[config.mk]
export PLATFORM = sky130hd
export DESIGN_NAME = failover_ctrl
export DESIGN_NICKNAME = d
export VERILOG_FILES = /design/src/core/failover_pkg.sv /design/src/core/failover_ctrl.sv /design/src/core/sync_2ff.sv /design/src/core/hold_timer.sv
export SDC_FILE = /design/constraint.sdc
export NUM_CORES = 1
export LEC_CHECK = 0
export BUFFER_PORTS_ARGS = -buffer_cell sky130_fd_sc_hd__buf_2
export CAP_MARGIN = 10
export CORE_ASPECT_RATIO = 1.5
export CORE_MARGIN = 8
export CORE_UTILIZATION = 45
export CTS_BUF_LIST = sky130_fd_sc_hd__clkbuf_16
export DETAILED_ROUTE_END_ITERATION = 8
export GPL_ROUTABILITY_DRIVEN = 0
export MAX_ROUTING_LAYER = met4
export PLACE_DENSITY_LB_ADDON = 0.25
export SLEW_MARGIN = 20
export SYNTH_ARGS = -nofsm -noshare
export SYNTH_HDL_FRONTEND = slang
export SYNTH_SLANG_ARGS = --single-unit
[constraint.sdc]
create_clock -name clk_sys -period 2.58 [get_ports clk_sys]
set_input_delay 0.387 -clock clk_sys [delete_from_list [all_inputs] [get_ports clk_sys]]
set_output_delay 0.387 -clock clk_sys [all_outputs]
set_load 0.02 [all_outputs]
[src/core/failover_pkg.sv]
// Shared constants, types and carriers for the manager handover logic.
// Assumes a single 40 MHz system clock; everything here is compile-time only.
package failover_pkg;

  // Clock and timing
  localparam int unsigned CLK_HZ = 40_000_000;
  localparam int unsigned PRESS_MS = 5000;
  localparam int unsigned PRESS_CYCLES_DEF = PRESS_MS * (CLK_HZ / 1000);
  localparam int unsigned SCORE_TMO_CYCLES = 1024;
  localparam int TMO_W = 11;

  // Field widths
  localparam int SCORE_W = 4;
  localparam int EVCNT_W = 8;
  localparam int VER_W = 8;

  // Default weight of every degradation condition
  localparam logic [SCORE_W-1:0] WEIGHT_DEFAULT = 4'h1;

  // Safe values of the role outputs under reset
  localparam logic HEALTH_OUT_RST = 1'b1;
  localparam logic NEGOTIATE_OUT_RST = 1'b1;

  typedef enum logic [2:0] {
    ST_NEGOTIATE  = 3'b000,
    ST_STANDBY    = 3'b001,
    ST_TAKEOVER   = 3'b010,
    ST_ACTIVE     = 3'b011,
    ST_SCORE_WAIT = 3'b100,
    ST_YIELD      = 3'b101
  } role_state_t;

  typedef enum logic [2:0] {
    RSN_NONE          = 3'h0,
    RSN_NO_LINK       = 3'h1,
    RSN_NOT_SYNCED    = 3'h2,
    RSN_NO_STANDBY    = 3'h3,
    RSN_NOT_HEALTHIER = 3'h4,
    RSN_NO_ANSWER     = 3'h5,
    RSN_NOT_ACTIVE    = 3'h6
  } reason_t;

  // Conditions of this board, as seen at its own pins
  typedef struct packed {
    logic slot_primary;
    logic seated;
    logic healthy_n;
    logic reboot_req;
    logic reset_btn;
    logic eject_open;
    logic manual_req;
    logic link_ok;
    logic sync_done;
    logic trap_fail;
    logic switch_present;
    logic switch_healthy_n;
    logic sensor_crit;
    logic [EVCNT_W-1:0] major_cnt;
    logic [EVCNT_W-1:0] minor_cnt;
    logic [VER_W-1:0] version;
  } local_status_t;

  // What the peer board reports on the cross-connected lines and bus
  typedef struct packed {
    logic present_n;
    logic healthy_n;
    logic negotiate;
    logic score_valid;
    logic critical;
    logic [SCORE_W-1:0] score;
    logic [EVCNT_W-1:0] major_cnt;
    logic [EVCNT_W-1:0] minor_cnt;
    logic [VER_W-1:0] version;
  } peer_status_t;

  typedef struct packed {
    logic valid;
    reason_t reason;
  } log_entry_t;

endpackage

[src/core/failover_ctrl.sv]
// Role negotiation and handover decision for one of two redundant managers.
// Assumes the peer is the same logic, cross-connected on health and
// negotiation lines, and that peer score data is stable while valid is high.
//
// Summary of operation
// Withdrawal forces handover to operational standby
// Own health deasserted forces handover
// Reboot request hands over before restart
// Reset button held over five seconds forces
// Lower sync version than standby forces
// No management bus link blocks handover
// Incomplete data sync blocks handover
// Score is sum of asserted condition weights
// Degradation: hand over if standby strictly lower
// Every refused evaluation writes a log entry
// First trap target ping failure degrades
// Absent or unhealthy paired switch degrades
// Own sensor nonrecoverable crossing degrades
// Both critical: compare majors, then minors
// Ejector or manual: standby equal or better
// Manual only on active; takeover immediate
// Refused manual: reason to requester, logged
// Role exchange at pins without delay
// Two managers settle roles automatically
// Never both managers active at once
// Standby may take over by negotiation low
// Handover by deasserting own health output
// Inputs synchronised; role outputs registered, safe
// Blocking wins over forcing and score
`timescale 1ns/100ps
module failover_ctrl
  import failover_pkg::*;
#(
  parameter int unsigned PRESS_CYCLES = PRESS_CYCLES_DEF,
  parameter logic [SCORE_W-1:0] W_TRAP = WEIGHT_DEFAULT,
  parameter logic [SCORE_W-1:0] W_SWITCH = WEIGHT_DEFAULT,
  parameter logic [SCORE_W-1:0] W_SENSOR = WEIGHT_DEFAULT
) (
  // Clocking
  input wire logic clk_sys,
  input wire logic reset_n,
  input wire logic ce,
  // Own board conditions
  input wire local_status_t own_in,
  // Peer board lines and score answer
  input wire peer_status_t peer_in,
  // Cross-connected outputs toward the peer
  output logic health_out_n,
  output logic role_negotiate_out,
  output logic score_req,
  output logic [SCORE_W-1:0] own_score,
  // Role and reports to local software
  output logic role_active,
  output logic restart_go,
  output logic manual_done,
  output logic manual_refused,
  output reason_t refuse_reason,
  output log_entry_t log_out
);

  local_status_t own;
  peer_status_t peer;

  sync_2ff #(.W($bits(local_status_t))) u_sync_own (
    .clk_sys(clk_sys),
    .reset_n(reset_n),
    .ce(ce),
    .d(own_in),
    .q(own)
  );

  sync_2ff #(.W($bits(peer_status_t))) u_sync_peer (
    .clk_sys(clk_sys),
    .reset_n(reset_n),
    .ce(ce),
    .d(peer_in),
    .q(peer)
  );

  logic press_long;

  hold_timer #(.CYCLES(PRESS_CYCLES)) u_press (
    .clk_sys(clk_sys),
    .reset_n(reset_n),
    .ce(ce),
    .level(own.reset_btn),
    .expired(press_long)
  );

  function automatic logic [SCORE_W-1:0] weigh(input logic cond,
                                               input logic [SCORE_W-1:0] w);
    return cond ? w : '0;
  endfunction

  // Critical counts decide only when both sides report critical events
  function automatic logic peer_wins(input logic allow_eq,
                                     input peer_status_t p,
                                     input local_status_t o,
                                     input logic [SCORE_W-1:0] os);
    if (p.critical && o.sensor_crit) begin
      if (p.major_cnt != o.major_cnt) begin
        return p.major_cnt < o.major_cnt;
      end
      return allow_eq ? (p.minor_cnt <= o.minor_cnt) : (p.minor_cnt < o.minor_cnt);
    end
    return allow_eq ? (p.score <= os) : (p.score < os);
  endfunction

  // Decision terms
  logic degrade;
  logic [SCORE_W-1:0] score_now;
  logic standby_ok;
  logic force_lvl;
  reason_t block_rsn;

  always_comb begin
    degrade = own.trap_fail || own.sensor_crit;
    degrade = degrade || !own.switch_present || own.switch_healthy_n;
    score_now = weigh(own.trap_fail, W_TRAP) + weigh(own.sensor_crit, W_SENSOR);
    score_now = score_now + weigh(!own.switch_present || own.switch_healthy_n, W_SWITCH);
    standby_ok = !peer.present_n && !peer.healthy_n;
    force_lvl = !own.seated || own.healthy_n;
    force_lvl = force_lvl || press_long || (own.version < peer.version);
    block_rsn = RSN_NONE;
    if (!own.link_ok) begin
      block_rsn = RSN_NO_LINK;
    end else if (!own.sync_done) begin
      block_rsn = RSN_NOT_SYNCED;
    end
  end

  // Role state and outputs
  role_state_t state_r, state_nxt;
  logic health_r, health_nxt;
  logic neg_r, neg_nxt;
  logic active_r, active_nxt;
  logic req_r, req_nxt;
  logic [SCORE_W-1:0] score_r, score_nxt;
  logic restart_r, restart_nxt;
  logic mdone_r, mdone_nxt;
  logic mref_r, mref_nxt;
  reason_t rsn_r, rsn_nxt;
  log_entry_t log_r, log_nxt;
  logic reboot_r, reboot_nxt;
  logic eval_eq_r, eval_eq_nxt;
  logic eval_man_r, eval_man_nxt;
  logic [TMO_W-1:0] tmo_r, tmo_nxt;
  logic force_prev_r, deg_prev_r, eject_prev_r;

  logic force_rise;
  logic deg_rise;
  logic eject_rise;
  reason_t fail_rsn;
  logic man_ctx;
  logic go_over;

  always_comb begin
    force_rise = force_lvl && !force_prev_r;
    deg_rise = degrade && !deg_prev_r;
    eject_rise = own.eject_open && !eject_prev_r;
    state_nxt = state_r;
    health_nxt = health_r;
    neg_nxt = neg_r;
    active_nxt = active_r;
    req_nxt = 1'b0;
    score_nxt = score_now;
    restart_nxt = 1'b0;
    mdone_nxt = 1'b0;
    mref_nxt = 1'b0;
    rsn_nxt = rsn_r;
    log_nxt = '{valid: 1'b0, reason: RSN_NONE};
    reboot_nxt = reboot_r || own.reboot_req;
    eval_eq_nxt = eval_eq_r;
    eval_man_nxt = eval_man_r;
    tmo_nxt = tmo_r;
    fail_rsn = RSN_NONE;
    man_ctx = own.manual_req;
    go_over = 1'b0;
    unique case (state_r)
      ST_NEGOTIATE: begin
        health_nxt = own.healthy_n;
        neg_nxt = 1'b1;
        active_nxt = 1'b0;
        if (own.seated && !own.healthy_n) begin
          if (!peer.negotiate && !peer.present_n) begin
            state_nxt = ST_STANDBY;
          end else if (peer.present_n || own.slot_primary) begin
            state_nxt = ST_TAKEOVER;
            neg_nxt = 1'b0;
          end
        end
      end
      ST_STANDBY: begin
        health_nxt = own.healthy_n;
        neg_nxt = 1'b1;
        active_nxt = 1'b0;
        if (own.seated && !own.healthy_n &&
            (peer.present_n || peer.healthy_n || peer.negotiate)) begin
          state_nxt = ST_TAKEOVER;
          neg_nxt = 1'b0;
        end
      end
      ST_TAKEOVER: begin
        health_nxt = own.healthy_n;
        if (own.healthy_n || !own.seated) begin
          state_nxt = ST_STANDBY;
          neg_nxt = 1'b1;
        end else if (peer.negotiate || peer.present_n) begin
          // Peer has yielded, so only one side can be active
          state_nxt = ST_ACTIVE;
          active_nxt = 1'b1;
        end
      end
      ST_ACTIVE: begin
        health_nxt = own.healthy_n;
        neg_nxt = 1'b0;
        active_nxt = 1'b1;
        if (!peer.negotiate && !peer.present_n) begin
          go_over = 1'b1;
        end else if (force_lvl || reboot_r) begin
          if (block_rsn != RSN_NONE) begin
            fail_rsn = (force_rise || reboot_r) ? block_rsn : RSN_NONE;
          end else if (standby_ok) begin
            go_over = 1'b1;
          end else if (force_rise || reboot_r) begin
            fail_rsn = RSN_NO_STANDBY;
          end
        end else if (deg_rise || eject_rise || own.manual_req) begin
          if (block_rsn != RSN_NONE) begin
            fail_rsn = block_rsn;
          end else begin
            state_nxt = ST_SCORE_WAIT;
            req_nxt = 1'b1;
            eval_eq_nxt = !deg_rise;
            eval_man_nxt = own.manual_req && !deg_rise && !eject_rise;
            tmo_nxt = '0;
          end
        end
      end
      ST_SCORE_WAIT: begin
        health_nxt = own.healthy_n;
        req_nxt = 1'b1;
        man_ctx = eval_man_r;
        tmo_nxt = tmo_r + 1'b1;
        if (!peer.negotiate && !peer.present_n) begin
          go_over = 1'b1;
        end else if (block_rsn != RSN_NONE) begin
          fail_rsn = block_rsn;
        end else if (peer.score_valid) begin
          if (peer_wins(eval_eq_r, peer, own, score_now)) begin
            go_over = 1'b1;
          end else begin
            fail_rsn = RSN_NOT_HEALTHIER;
          end
        end else if (tmo_r == TMO_W'(SCORE_TMO_CYCLES - 1)) begin
          fail_rsn = RSN_NO_ANSWER;
        end
        if (go_over || fail_rsn != RSN_NONE) begin
          req_nxt = 1'b0;
          state_nxt = ST_ACTIVE;
        end
      end
      ST_YIELD: begin
        health_nxt = 1'b1;
        neg_nxt = 1'b1;
        active_nxt = 1'b0;
        if (!peer.negotiate || peer.present_n) begin
          state_nxt = ST_STANDBY;
        end
      end
      default: begin
        state_nxt = ST_NEGOTIATE;
      end
    endcase

    // Handover drops the role at the pins in the same edge
    if (go_over) begin
      state_nxt = ST_YIELD;
      health_nxt = 1'b1;
      neg_nxt = 1'b1;
      active_nxt = 1'b0;
      req_nxt = 1'b0;
      if (man_ctx) begin
        mdone_nxt = 1'b1;
      end
    end

    // Manual requests only count on the active manager
    if (own.manual_req && state_r != ST_ACTIVE && state_r != ST_SCORE_WAIT) begin
      fail_rsn = RSN_NOT_ACTIVE;
    end

    if (fail_rsn != RSN_NONE) begin
      log_nxt = '{valid: 1'b1, reason: fail_rsn};
      if (man_ctx || fail_rsn == RSN_NOT_ACTIVE) begin
        mref_nxt = 1'b1;
        rsn_nxt = fail_rsn;
      end
    end

    // A pending reboot restarts after handing over, or once refused
    if (reboot_r && (state_r == ST_YIELD || state_r == ST_STANDBY ||
                     state_r == ST_NEGOTIATE || fail_rsn != RSN_NONE)) begin
      restart_nxt = 1'b1;
      reboot_nxt = own.reboot_req;
    end
  end

  always_ff @(posedge clk_sys or negedge reset_n) begin
    if (!reset_n) begin
      state_r <= ST_NEGOTIATE;
      health_r <= HEALTH_OUT_RST;
      neg_r <= NEGOTIATE_OUT_RST;
      active_r <= 1'b0;
      req_r <= 1'b0;
      score_r <= '0;
      restart_r <= 1'b0;
      mdone_r <= 1'b0;
      mref_r <= 1'b0;
      rsn_r <= RSN_NONE;
      log_r <= '{valid: 1'b0, reason: RSN_NONE};
      reboot_r <= 1'b0;
      eval_eq_r <= 1'b0;
      eval_man_r <= 1'b0;
      tmo_r <= '0;
      force_prev_r <= 1'b0;
      deg_prev_r <= 1'b0;
      eject_prev_r <= 1'b0;
    end else if (ce) begin
      state_r <= state_nxt;
      health_r <= health_nxt;
      neg_r <= neg_nxt;
      active_r <= active_nxt;
      req_r <= req_nxt;
      score_r <= score_nxt;
      restart_r <= restart_nxt;
      mdone_r <= mdone_nxt;
      mref_r <= mref_nxt;
      rsn_r <= rsn_nxt;
      log_r <= log_nxt;
      reboot_r <= reboot_nxt;
      eval_eq_r <= eval_eq_nxt;
      eval_man_r <= eval_man_nxt;
      tmo_r <= tmo_nxt;
      force_prev_r <= force_lvl;
      deg_prev_r <= degrade;
      eject_prev_r <= own.eject_open;
    end
  end

  assign health_out_n = health_r;
  assign role_negotiate_out = neg_r;
  assign role_active = active_r;
  assign score_req = req_r;
  assign own_score = score_r;
  assign restart_go = restart_r;
  assign manual_done = mdone_r;
  assign manual_refused = mref_r;
  assign refuse_reason = rsn_r;
  assign log_out = log_r;

endmodule

[src/core/sync_2ff.sv]
// Two-flop synchroniser for a bundle of levels.
// Assumes each bit is independent; multi-bit data must be stable when used.
`timescale 1ns/100ps
module sync_2ff #(
  parameter int W = 1
) (
  // Clocking
  input wire logic clk_sys,
  input wire logic reset_n,
  input wire logic ce,
  // Data
  input wire logic [W-1:0] d,
  output logic [W-1:0] q
);
  logic [W-1:0] meta_r;
  logic [W-1:0] q_r;

  always_ff @(posedge clk_sys or negedge reset_n) begin
    if (!reset_n) begin
      meta_r <= '0;
      q_r <= '0;
    end else if (ce) begin
      meta_r <= d;
      q_r <= meta_r;
    end
  end

  assign q = q_r;
endmodule

[src/core/hold_timer.sv]
// Measures a continuous press; flags once it has lasted beyond CYCLES.
// Assumes the level input is already synchronised.
`timescale 1ns/100ps
module hold_timer #(
  parameter int unsigned CYCLES = 16,
  parameter int CW = $clog2(CYCLES + 1)
) (
  // Clocking
  input wire logic clk_sys,
  input wire logic reset_n,
  input wire logic ce,
  // Press level and result
  input wire logic level,
  output logic expired
);
  logic [CW-1:0] cnt_r;
  logic [CW-1:0] cnt_nxt;

  // Saturates so a held button keeps the flag without wrapping
  always_comb begin
    cnt_nxt = cnt_r;
    if (!level) begin
      cnt_nxt = '0;
    end else if (cnt_r != CW'(CYCLES)) begin
      cnt_nxt = cnt_r + 1'b1;
    end
  end

  always_ff @(posedge clk_sys or negedge reset_n) begin
    if (!reset_n) begin
      cnt_r <= '0;
    end else if (ce) begin
      cnt_r <= cnt_nxt;
    end
  end

  assign expired = level && (cnt_r == CW'(CYCLES));
endmodule

==> Word-level counts from Yosys, hierarchy flattened <==
Cells that the tools add are included.
{ "totals": {"in_bits": 73, "elab_cells": 233, "regBits": 206, "out_inout_bits": 18} }
{ "classes": {"order_cmp": 6, "n_reduce_logical": 65, "n_eq_ne": 30, "mux": 101, "bitwise": 3, "addsub": 4} }
{ "op_table": {"columns": ["cell", "count"], "rows": [
  ["3-bit two-way mux", 27],
  ["1-bit two-way mux", 56],
  ["28-bit two-way mux", 2],
  ["11-bit two-way mux", 4],
  ["3-bit != test, second input constant", 12],
  ["28-bit by 1-bit adder with 28-bit output, second input constant", 1],
  ["28-bit == test, second input constant", 1],
  ["28-bit != test, second input constant", 1],
  ["8-bit < comparator", 3],
  ["1-bit logical OR", 22],
  ["11-bit case mux with 2 select lines", 1],
  ["3-bit case mux with 6 select lines", 1],
  ["1-bit logical AND", 14],
  ["6-bit AND reduction", 2],
  ["3-bit nonzero test", 4],
  ["11-bit by 1-bit adder with 11-bit output, second input constant", 1],
  ["11-bit by 10-bit == test with 1-bit output, second input constant", 1],
  ["1-bit logical NOT", 11],
  ["11-bit AND reduction", 1],
  ["3-bit == test, second input constant", 3],
  ["8-bit less-or-equal comparator", 1],
  ["2-bit != test, second input constant", 4],
  ["4-bit != test, second input constant", 2],
  ["8-bit != test", 1],
  ["24 further kinds", 33]
]} }

==> Depth between registers and ports, before layout <==
{ "depth": {"ltp_word": 25, "mapped_depth": 11, "depth_no_buf": 11} }

==> Cells and area by module <==
From an unflattened synthesis, not the netlist that was laid out.
{ "hier_totals": {"hier_cells": 834, "area_unflattened_um2": 10169.8} }
{ "modules_own_cells": {"columns": ["mod", "seq_area_each_um2", "cells_per_inst", "area_per_inst_um2", "instances"], "rows": [
  ["sync_2ff at u_sync_own", 1851.8, 156, 2994.1, 1],
  ["failover_ctrl", 903.4, 342, 2874.0, 1],
  ["sync_2ff at u_sync_peer", 1651.6, 139, 2611.3, 1],
  ["hold_timer", 700.7, 197, 1690.4, 1]
]} }

==> Least setup slack after synthesis <==
No wires, ideal clock.
{ "synth_path": {"path_kind": "flip-flop to flip-flop", "start": "register u_sync_own.q_r[25], in the netlist u_sync_own.q[25]", "end": "register restart_r, in the netlist restart_go", "slack_ns": 0.053, "path_stages_with_launch": 12, "path_buffers": 0, "required_time_ns": 2.441, "setup_ns": 0.139, "synth_period_minus_slack_ns": 2.527, "t_arrival_ns": 2.388, "path_cell_list": "dfrtp_1 -> nand2b_1 -> fa_1 -> inv_1 -> ha_1 -> nor2b_1 -> o21ai_0 -> nand3_1 -> o311ai_0 -> a21oi_1 -> nor4_4 -> a31oi_1"} }
{ "synth_between": {"elab_chain_cells": 21, "word_cells_on_any_way": 29, "classes_between": "1 x add/sub; 2 x order compare; 18 x mux; 8 x reduce/logical"} }
{ "synth_lines": {"columns": ["element", "line", "rtl"], "rows": [
  ["from (decl)", "sync_2ff.sv:16", "logic [W-1:0] q_r;"],
  ["from (signal assigned)", "sync_2ff.sv:24", "q_r <= meta_r;"],
  ["1-bit logical OR *", "failover_ctrl.sv:120", "score_now = score_now + weigh(!own.switch_present || own.switch_healthy_n, W_SWITCH);"],
  ["1-bit two-way mux *", "failover_ctrl.sv:92", "return cond ? w : '0;"],
  ["2-bit by 1-bit adder with 3-bit output *", "failover_ctrl.sv:120", null],
  ["via score_now[1]", "failover_ctrl.sv:111", "logic [SCORE_W-1:0] score_now;"],
  ["4-bit by 3-bit < comparator with 1-bit output / 4-bit by 3-bit less-or-equal comparator with 1-bit output (equally long branches)", "failover_ctrl.sv:106", "return allow_eq ? (p.score <= os) : (p.score < os);"],
  ["1-bit two-way mux * (2 in a row)", "failover_ctrl.sv:106", null],
  ["1-bit two-way mux *", "failover_ctrl.sv:249", "end else if (peer.score_valid) begin"],
  ["1-bit two-way mux *", "failover_ctrl.sv:247", "end else if (block_rsn != RSN_NONE) begin"],
  ["[5 not listed]", null, null],
  ["3-bit two-way mux *", "failover_ctrl.sv:245", "if (!peer.negotiate && !peer.present_n) begin"],
  ["3-bit two-way mux *", "failover_ctrl.sv:179", "unique case (state_r)"],
  ["3-bit case mux with 2 select lines *", "failover_ctrl.sv:179", null],
  ["3-bit two-way mux *", "failover_ctrl.sv:289", "if (own.manual_req && state_r != ST_ACTIVE && state_r != ST_SCORE_WAIT) begin"],
  ["3-bit nonzero test *", "failover_ctrl.sv:303", "state_r == ST_NEGOTIATE || fail_rsn != RSN_NONE)) begin"],
  ["1-bit logical OR *", "failover_ctrl.sv:303", null],
  ["1-bit logical AND *", "failover_ctrl.sv:302", "if (reboot_r && (state_r == ST_YIELD || state_r == ST_STANDBY ||"],
  ["1-bit two-way mux *", "failover_ctrl.sv:302", null],
  ["to (signal assigned)", "failover_ctrl.sv:336", "restart_r <= restart_nxt;"],
  ["to (decl)", "failover_ctrl.sv:139", "logic restart_r, restart_nxt;"]
]} }
Mark *: on every way through the listed nets, which the timed path passes. The rest lies on a longest branch. The select of a mux whose other input is x is not followed.
A chain may end at the register's enable or synchronous reset.

==> Worst setup path after layout <==
{ "layout_path": {"start": "register u_sync_own.q_r[25], in the netlist u_sync_own.q[25]", "end": "register rsn_r[0], in the netlist refuse_reason[0]"} }
{ "layout_between": {"elab_chain_cells": 20, "word_cells_on_any_way": 29, "classes_between": "1 x add/sub; 2 x order compare; 1 x eq/ne; 17 x mux; 8 x reduce/logical"} }
{ "layout_lines": {"columns": ["element", "line", "rtl"], "rows": [
  ["1-bit logical OR *", "failover_ctrl.sv:120", null],
  ["1-bit two-way mux *", "failover_ctrl.sv:92", null],
  ["2-bit by 1-bit adder with 3-bit output *", "failover_ctrl.sv:120", null],
  ["via score_now[1]", "failover_ctrl.sv:111", null],
  ["4-bit by 3-bit < comparator with 1-bit output / 4-bit by 3-bit less-or-equal comparator with 1-bit output (equally long branches)", "failover_ctrl.sv:106", null],
  ["1-bit two-way mux * (2 in a row)", "failover_ctrl.sv:106", null],
  ["1-bit two-way mux *", "failover_ctrl.sv:249", null],
  ["1-bit two-way mux *", "failover_ctrl.sv:247", null],
  ["[4 not listed]", null, null],
  ["3-bit two-way mux *", "failover_ctrl.sv:247", null],
  ["3-bit two-way mux *", "failover_ctrl.sv:245", null],
  ["3-bit two-way mux *", "failover_ctrl.sv:179", null],
  ["3-bit case mux with 2 select lines *", "failover_ctrl.sv:179", null],
  ["3-bit two-way mux *", "failover_ctrl.sv:289", null],
  ["3-bit == test", "failover_ctrl.sv:295", "if (man_ctx || fail_rsn == RSN_NOT_ACTIVE) begin"],
  ["1-bit logical OR", "failover_ctrl.sv:295", null],
  ["3-bit AND reduction (no source line) *", null, null],
  ["to (signal assigned)", "failover_ctrl.sv:339", "rsn_r <= rsn_nxt;"],
  ["to (decl)", "failover_ctrl.sv:142", "reason_t rsn_r, rsn_nxt;"]
]} }
Marks and branches as above.

==> out/results.md <==
| Metric | Value | Unit |
|:---|:---|:---|
| Area fraction of the dominant cell type after synthesis | 0.5282 | - |
| Max Clock Skew | 0.02089 | ns |
| Netlist Area Pre-Place | 9569 | µm² |
| Kind of end point of the critical path | flip-flop | - |
| Filler cell count in the final layout | 1908 | - |
| Primary FF master, synth | sky130_fd_sc_hd__dfrtp_1 | - |
| Maximum capacitance violations | 0 | - |
| Die span in x | 135.1 | µm |
| Yosys synthesis warning count | 0 | - |
| Sequential area share after synthesis | 0.5337 | - |
| TritonRoute pass-1 iters | 4 | - |
| Fraction of the mapped netlist area in compound gates | 0.09676 | - |
| Y dimension of the die | 194.6 | µm |
| Total Wirelength | 20680 | µm |
| Lkg Pwr | 5.136 | nW |
| Met2 Usage GRT | 0.2800 | - |
| Adder-cell area share of the yosys netlist | 0.03870 | - |
| Finish-stage setup viols | 0 | - |
| Yosys reg bits | 204 | - |
| Top cell type by total area after synthesis | sky130_fd_sc_hd__dfrtp_1 | - |
| Total number of clock tree sinks | 204 | - |
| Remaining DRCs | 0 | - |
| Final global-route overflow total | 0 | - |
| Full die area | 26280 | µm² |
| Clock-pin transition on the worst setup and hold timing paths | 0.06 | ns |
| Antenna violations before repair | 0 | - |
| Achievable Freq | 396.2 | MHz |
| Initial Utilization | 0.4561 | - |
| Final count of pins violating max slew | 0 | - |
| Arrival time reported for the critical path endpoint | 2.95 | ns |
| Worst Path Class, Setup | reg -> reg | - |
| Final cell utilization of the core | 0.5527 | - |
| Routed len/inst | 16.53 | µm |
| Final cycle utilization of the critical path | 0.9783 | - |
| Final instance area | 11600 | µm² |
| Number of top-level pins | 91 | - |
| Met1 Track Usage GR | 0.1974 | - |
| Post-route minimum period | 2.524 | ns |
| PwrDens | 813.5 | nW/µm² |
| EDFF count, synth | 0 | - |
| Fraction of synthesized cell area in xor and xnor cells | 0.01922 | - |
| Post-route insts no fill | 1251 | - |
| Initial DRC count | 365 | - |
| Multiplexer area fraction after synthesis | 0.1468 | - |
| Startpoint kind of the worst setup timing path | flip-flop | - |
| Maximum number of pins on one net before global-route repair | 96 | - |
| Synth async-reset ratio | 1.000 | - |
| Least-Margin Pin Slew | 0.7211 | ns |
| Synthesized netlist cell count | 845 | - |
| Total area of multi-input combinational cells | 4339 | µm² |
| Fraction of final layout cells sized beyond drive strength 1 | 0.3479 | - |
| Total count of hold-check failures in the final report | 0 | - |
| Sum of net half-perimeters after detailed placement | 14740 | µm |
| Number of CTS-inserted buffers | 21 | - |
| Final Net Count | 1073 | - |
| Number of buffers on the longest clock path | 3 | - |
| CTS root buffer | sky130_fd_sc_hd__clkbuf_16 | - |
| Latest clock arrival within the worst-skew pair | 0.50 | ns |
| Worst Path Max Fanout | 3 | - |
| Crit path required time | 3.00 | ns |
| RSZ-0062 raised after global routing | true | - |
| Basic-gate share of the synthesized area counting and, or, nand and nor cells | 0.1311 | - |
| Main combinational cell family by area after synthesis | multiplexers | - |
| Count of nets left with antenna violations after detail routing | 0 | - |
| Most Used Layer, Global Route | met2 | - |
| Wire length of the first global-routing pass | 35150 | µm |
| Leading post-synthesis cells by cell area | sky130_fd_sc_hd__dfrtp_1 53%, sky130_fd_sc_hd__mux2_2 14%, sky130_fd_sc_hd__ha_1 3.7% | - |
| Core box area | 20980 | µm² |
| Rel. slew slack | 0.5175 | - |
| Area growth from synthesis to final layout | 21.18 | % |
| Ratio of routed vias to standard cells | 5.333 | - |
| H-Tree Depth | 1 | - |
| Average cell area after synthesis | 11.32 | µm² |
| IR drop worst, VDD | 853.7 | µV |
| Most frequently used cell type in the post-synthesis netlist | sky130_fd_sc_hd__dfrtp_1 | - |
| Status | finished clean | - |
| Type of the worst min-delay path | in -> reg | - |
| Clock tree from TritonCTS | built | - |
| Total via count in the routed design | 6672 | - |
| Area after DPL | 10620 | µm² |
| Vias in the first global route | 7120 | - |
| Met3 usage in global routing | 0.02607 | - |
| Final-layout setup total negative slack | 0 | ns |
| Number of different library cells in the post-synthesis netlist | 75 | - |
| Area occupied by registers | 5107 | µm² |
| Post-route setup slack | 0.05599 | ns |
| Total instance count after detailed placement | 1208 | - |
| Most used standard cells in the synthesized netlist | 202 x sky130_fd_sc_hd__dfrtp_1, 123 x sky130_fd_sc_hd__mux2_2, 68 x sky130_fd_sc_hd__nand2_1 | - |
| Count of buffers inserted at the top-level ports | 88 | - |
| GRT Resource Usage Total | 0.1659 | - |
| Floorplan row count | 65 | - |
| Pre-CTS setup slack | -0.1534 | ns |
| Count of antenna diodes in the layout | 0 | - |
-- layout by cell type, fill, tap and decap left out, types with 4 or more instances in the layout --
cell and n:
sky130_fd_sc_hd__ha_1 24, sky130_fd_sc_hd__mux2_2 121, sky130_fd_sc_hd__buf_4 44, sky130_fd_sc_hd__xor2_1 13, sky130_fd_sc_hd__nand4_1 10, sky130_fd_sc_hd__o21ai_0 59
sky130_fd_sc_hd__a31oi_1 4, sky130_fd_sc_hd__nor3_1 16, sky130_fd_sc_hd__inv_2 4, sky130_fd_sc_hd__buf_12 7, sky130_fd_sc_hd__clkinv_1 4, sky130_fd_sc_hd__ha_4 4
sky130_fd_sc_hd__dfrtp_1 202, sky130_fd_sc_hd__or3_1 9, sky130_fd_sc_hd__xnor2_1 8, sky130_fd_sc_hd__nor2b_1 7, sky130_fd_sc_hd__nand3_1 30, sky130_fd_sc_hd__buf_2 86
sky130_fd_sc_hd__nand2_1 68, sky130_fd_sc_hd__o211ai_1 5, sky130_fd_sc_hd__bufinv_16 5, sky130_fd_sc_hd__nor4_1 6, sky130_fd_sc_hd__inv_1 39, sky130_fd_sc_hd__nor2_1 53
sky130_fd_sc_hd__nand2b_1 4, sky130_fd_sc_hd__a21oi_1 29, sky130_fd_sc_hd__clkbuf_16 21
-- worst max-delay path: stages (launching register included) --
cell and delay, ns:
sky130_fd_sc_hd__dfrtp_1 0.38, sky130_fd_sc_hd__nand2b_4 0.15, sky130_fd_sc_hd__fa_2 0.33, sky130_fd_sc_hd__inv_1 0.06, sky130_fd_sc_hd__ha_1 0.24, sky130_fd_sc_hd__nor2b_1 0.15
sky130_fd_sc_hd__o21ai_2 0.14, sky130_fd_sc_hd__nand3_2 0.12, sky130_fd_sc_hd__o211ai_1 0.18, sky130_fd_sc_hd__a21oi_2 0.15, sky130_fd_sc_hd__buf_4 0.17, sky130_fd_sc_hd__o31ai_1 0.24
sky130_fd_sc_hd__a22o_1 0.17
-- where the power goes --
| part | switching (W) | internal (W) | total, W |
|---|---|---|---|
| Clock | 0.00122 | 0.00198 | 0.00320 |
| Sequential | 0.000375 | 0.00365 | 0.00402 |
| Combinational | 0.00117 | 0.00105 | 0.00221 |
| Total | 0.00276 | 0.00667 | 0.00943 |
-- area by class of cell --
cell class / count / area share
clock inverters: 14 / 0.01683
repair buffers: 140 / 0.08071
inverters: 42 / 0.01360
flip-flops and latches: 204 / 0.4404
multi-input cells: 562 / 0.3742
clock buffers: 21 / 0.04532
well taps: 268 / 0.02892
-- state kept, by name (all words and copies together), names as in the netlist, 2 cells and up --
signal              count
tmo_r                  11
own_score               2
u_press.cnt_r          28
log_out                 4
u_sync_peer.meta_r     33
refuse_reason           3
u_sync_peer.q          33
state_r                 3
u_sync_own.meta_r      37
u_sync_own.q           37
-- timing repair --
| item | 4_1_cts | 5_1_grt |
|---|---|---|
| buffers inserted | 0 | 7 |
| endpoints found under the hold margin | 69 | 0 |
| pin swaps | 2 | 14 |
| gates resized for setup | 4 | 30 |
| endpoints found under the setup margin | 11 | 22 |
| hold buffers | 1 | 0 |
-- per-layer routing --
metal	wire length [µm]	part of all wire
met2	10670	0.52
met1	8742	0.42
met4	527	0.025
met3	737	0.036
met5	0	0
-- metrics by stage --
| step | power, W | hold WS, ns |
|---|---|---|
| 2_1_floorplan | 0.005360 | 0.09141 |
| 3_3_place_gp | 0.006108 | 0.4619 |
| 3_5_place_dp | 0.006156 | 0.4621 |
| 4_1_cts | 0.009433 | 0.09747 |
| 5_1_grt | 0.009979 | 0.1048 |
| 6_report | 0.009433 | 0.1216 |
-- path summary, 6_finish.rpt --
check / from / end / slack [ns] / cells past startpoint
max in group asynchronous: reset_n / u_sync_own.meta_r[1]$_DFFE_PN0P_ / 1.37 / 3
worst max-delay path: u_sync_own.q[25]$_DFFE_PN0P_ / refuse_reason[0]$_DFFE_PN0P_ / 0.06 / 12
worst min register to register: u_sync_own.meta_r[31]$_DFFE_PN0P_ / u_sync_own.q[31]$_DFFE_PN0P_ / 0.48 / 2
min in group asynchronous: reset_n / u_sync_peer.meta_r[18]$_DFFE_PN0P_ / 0.45 / 2
worst max register to register: u_sync_own.q[25]$_DFFE_PN0P_ / refuse_reason[0]$_DFFE_PN0P_ / 0.06 / 12
worst min-delay path: peer_in[32] / u_sync_peer.meta_r[32]$_DFFE_PN0P_ / 0.12 / 2
-- cells by family (layout without fill, tap and decap cells) --
group,after synthesis,count (layout)
simple gates,240,240
flops,204,204
compound gates,145,145
mux,125,125
buf+inv,80,217
fa+ha+maj,29,29
xor+xnor,21,21
other cells,1,2
No activity file was read; power rests on OpenSTA's default activity.
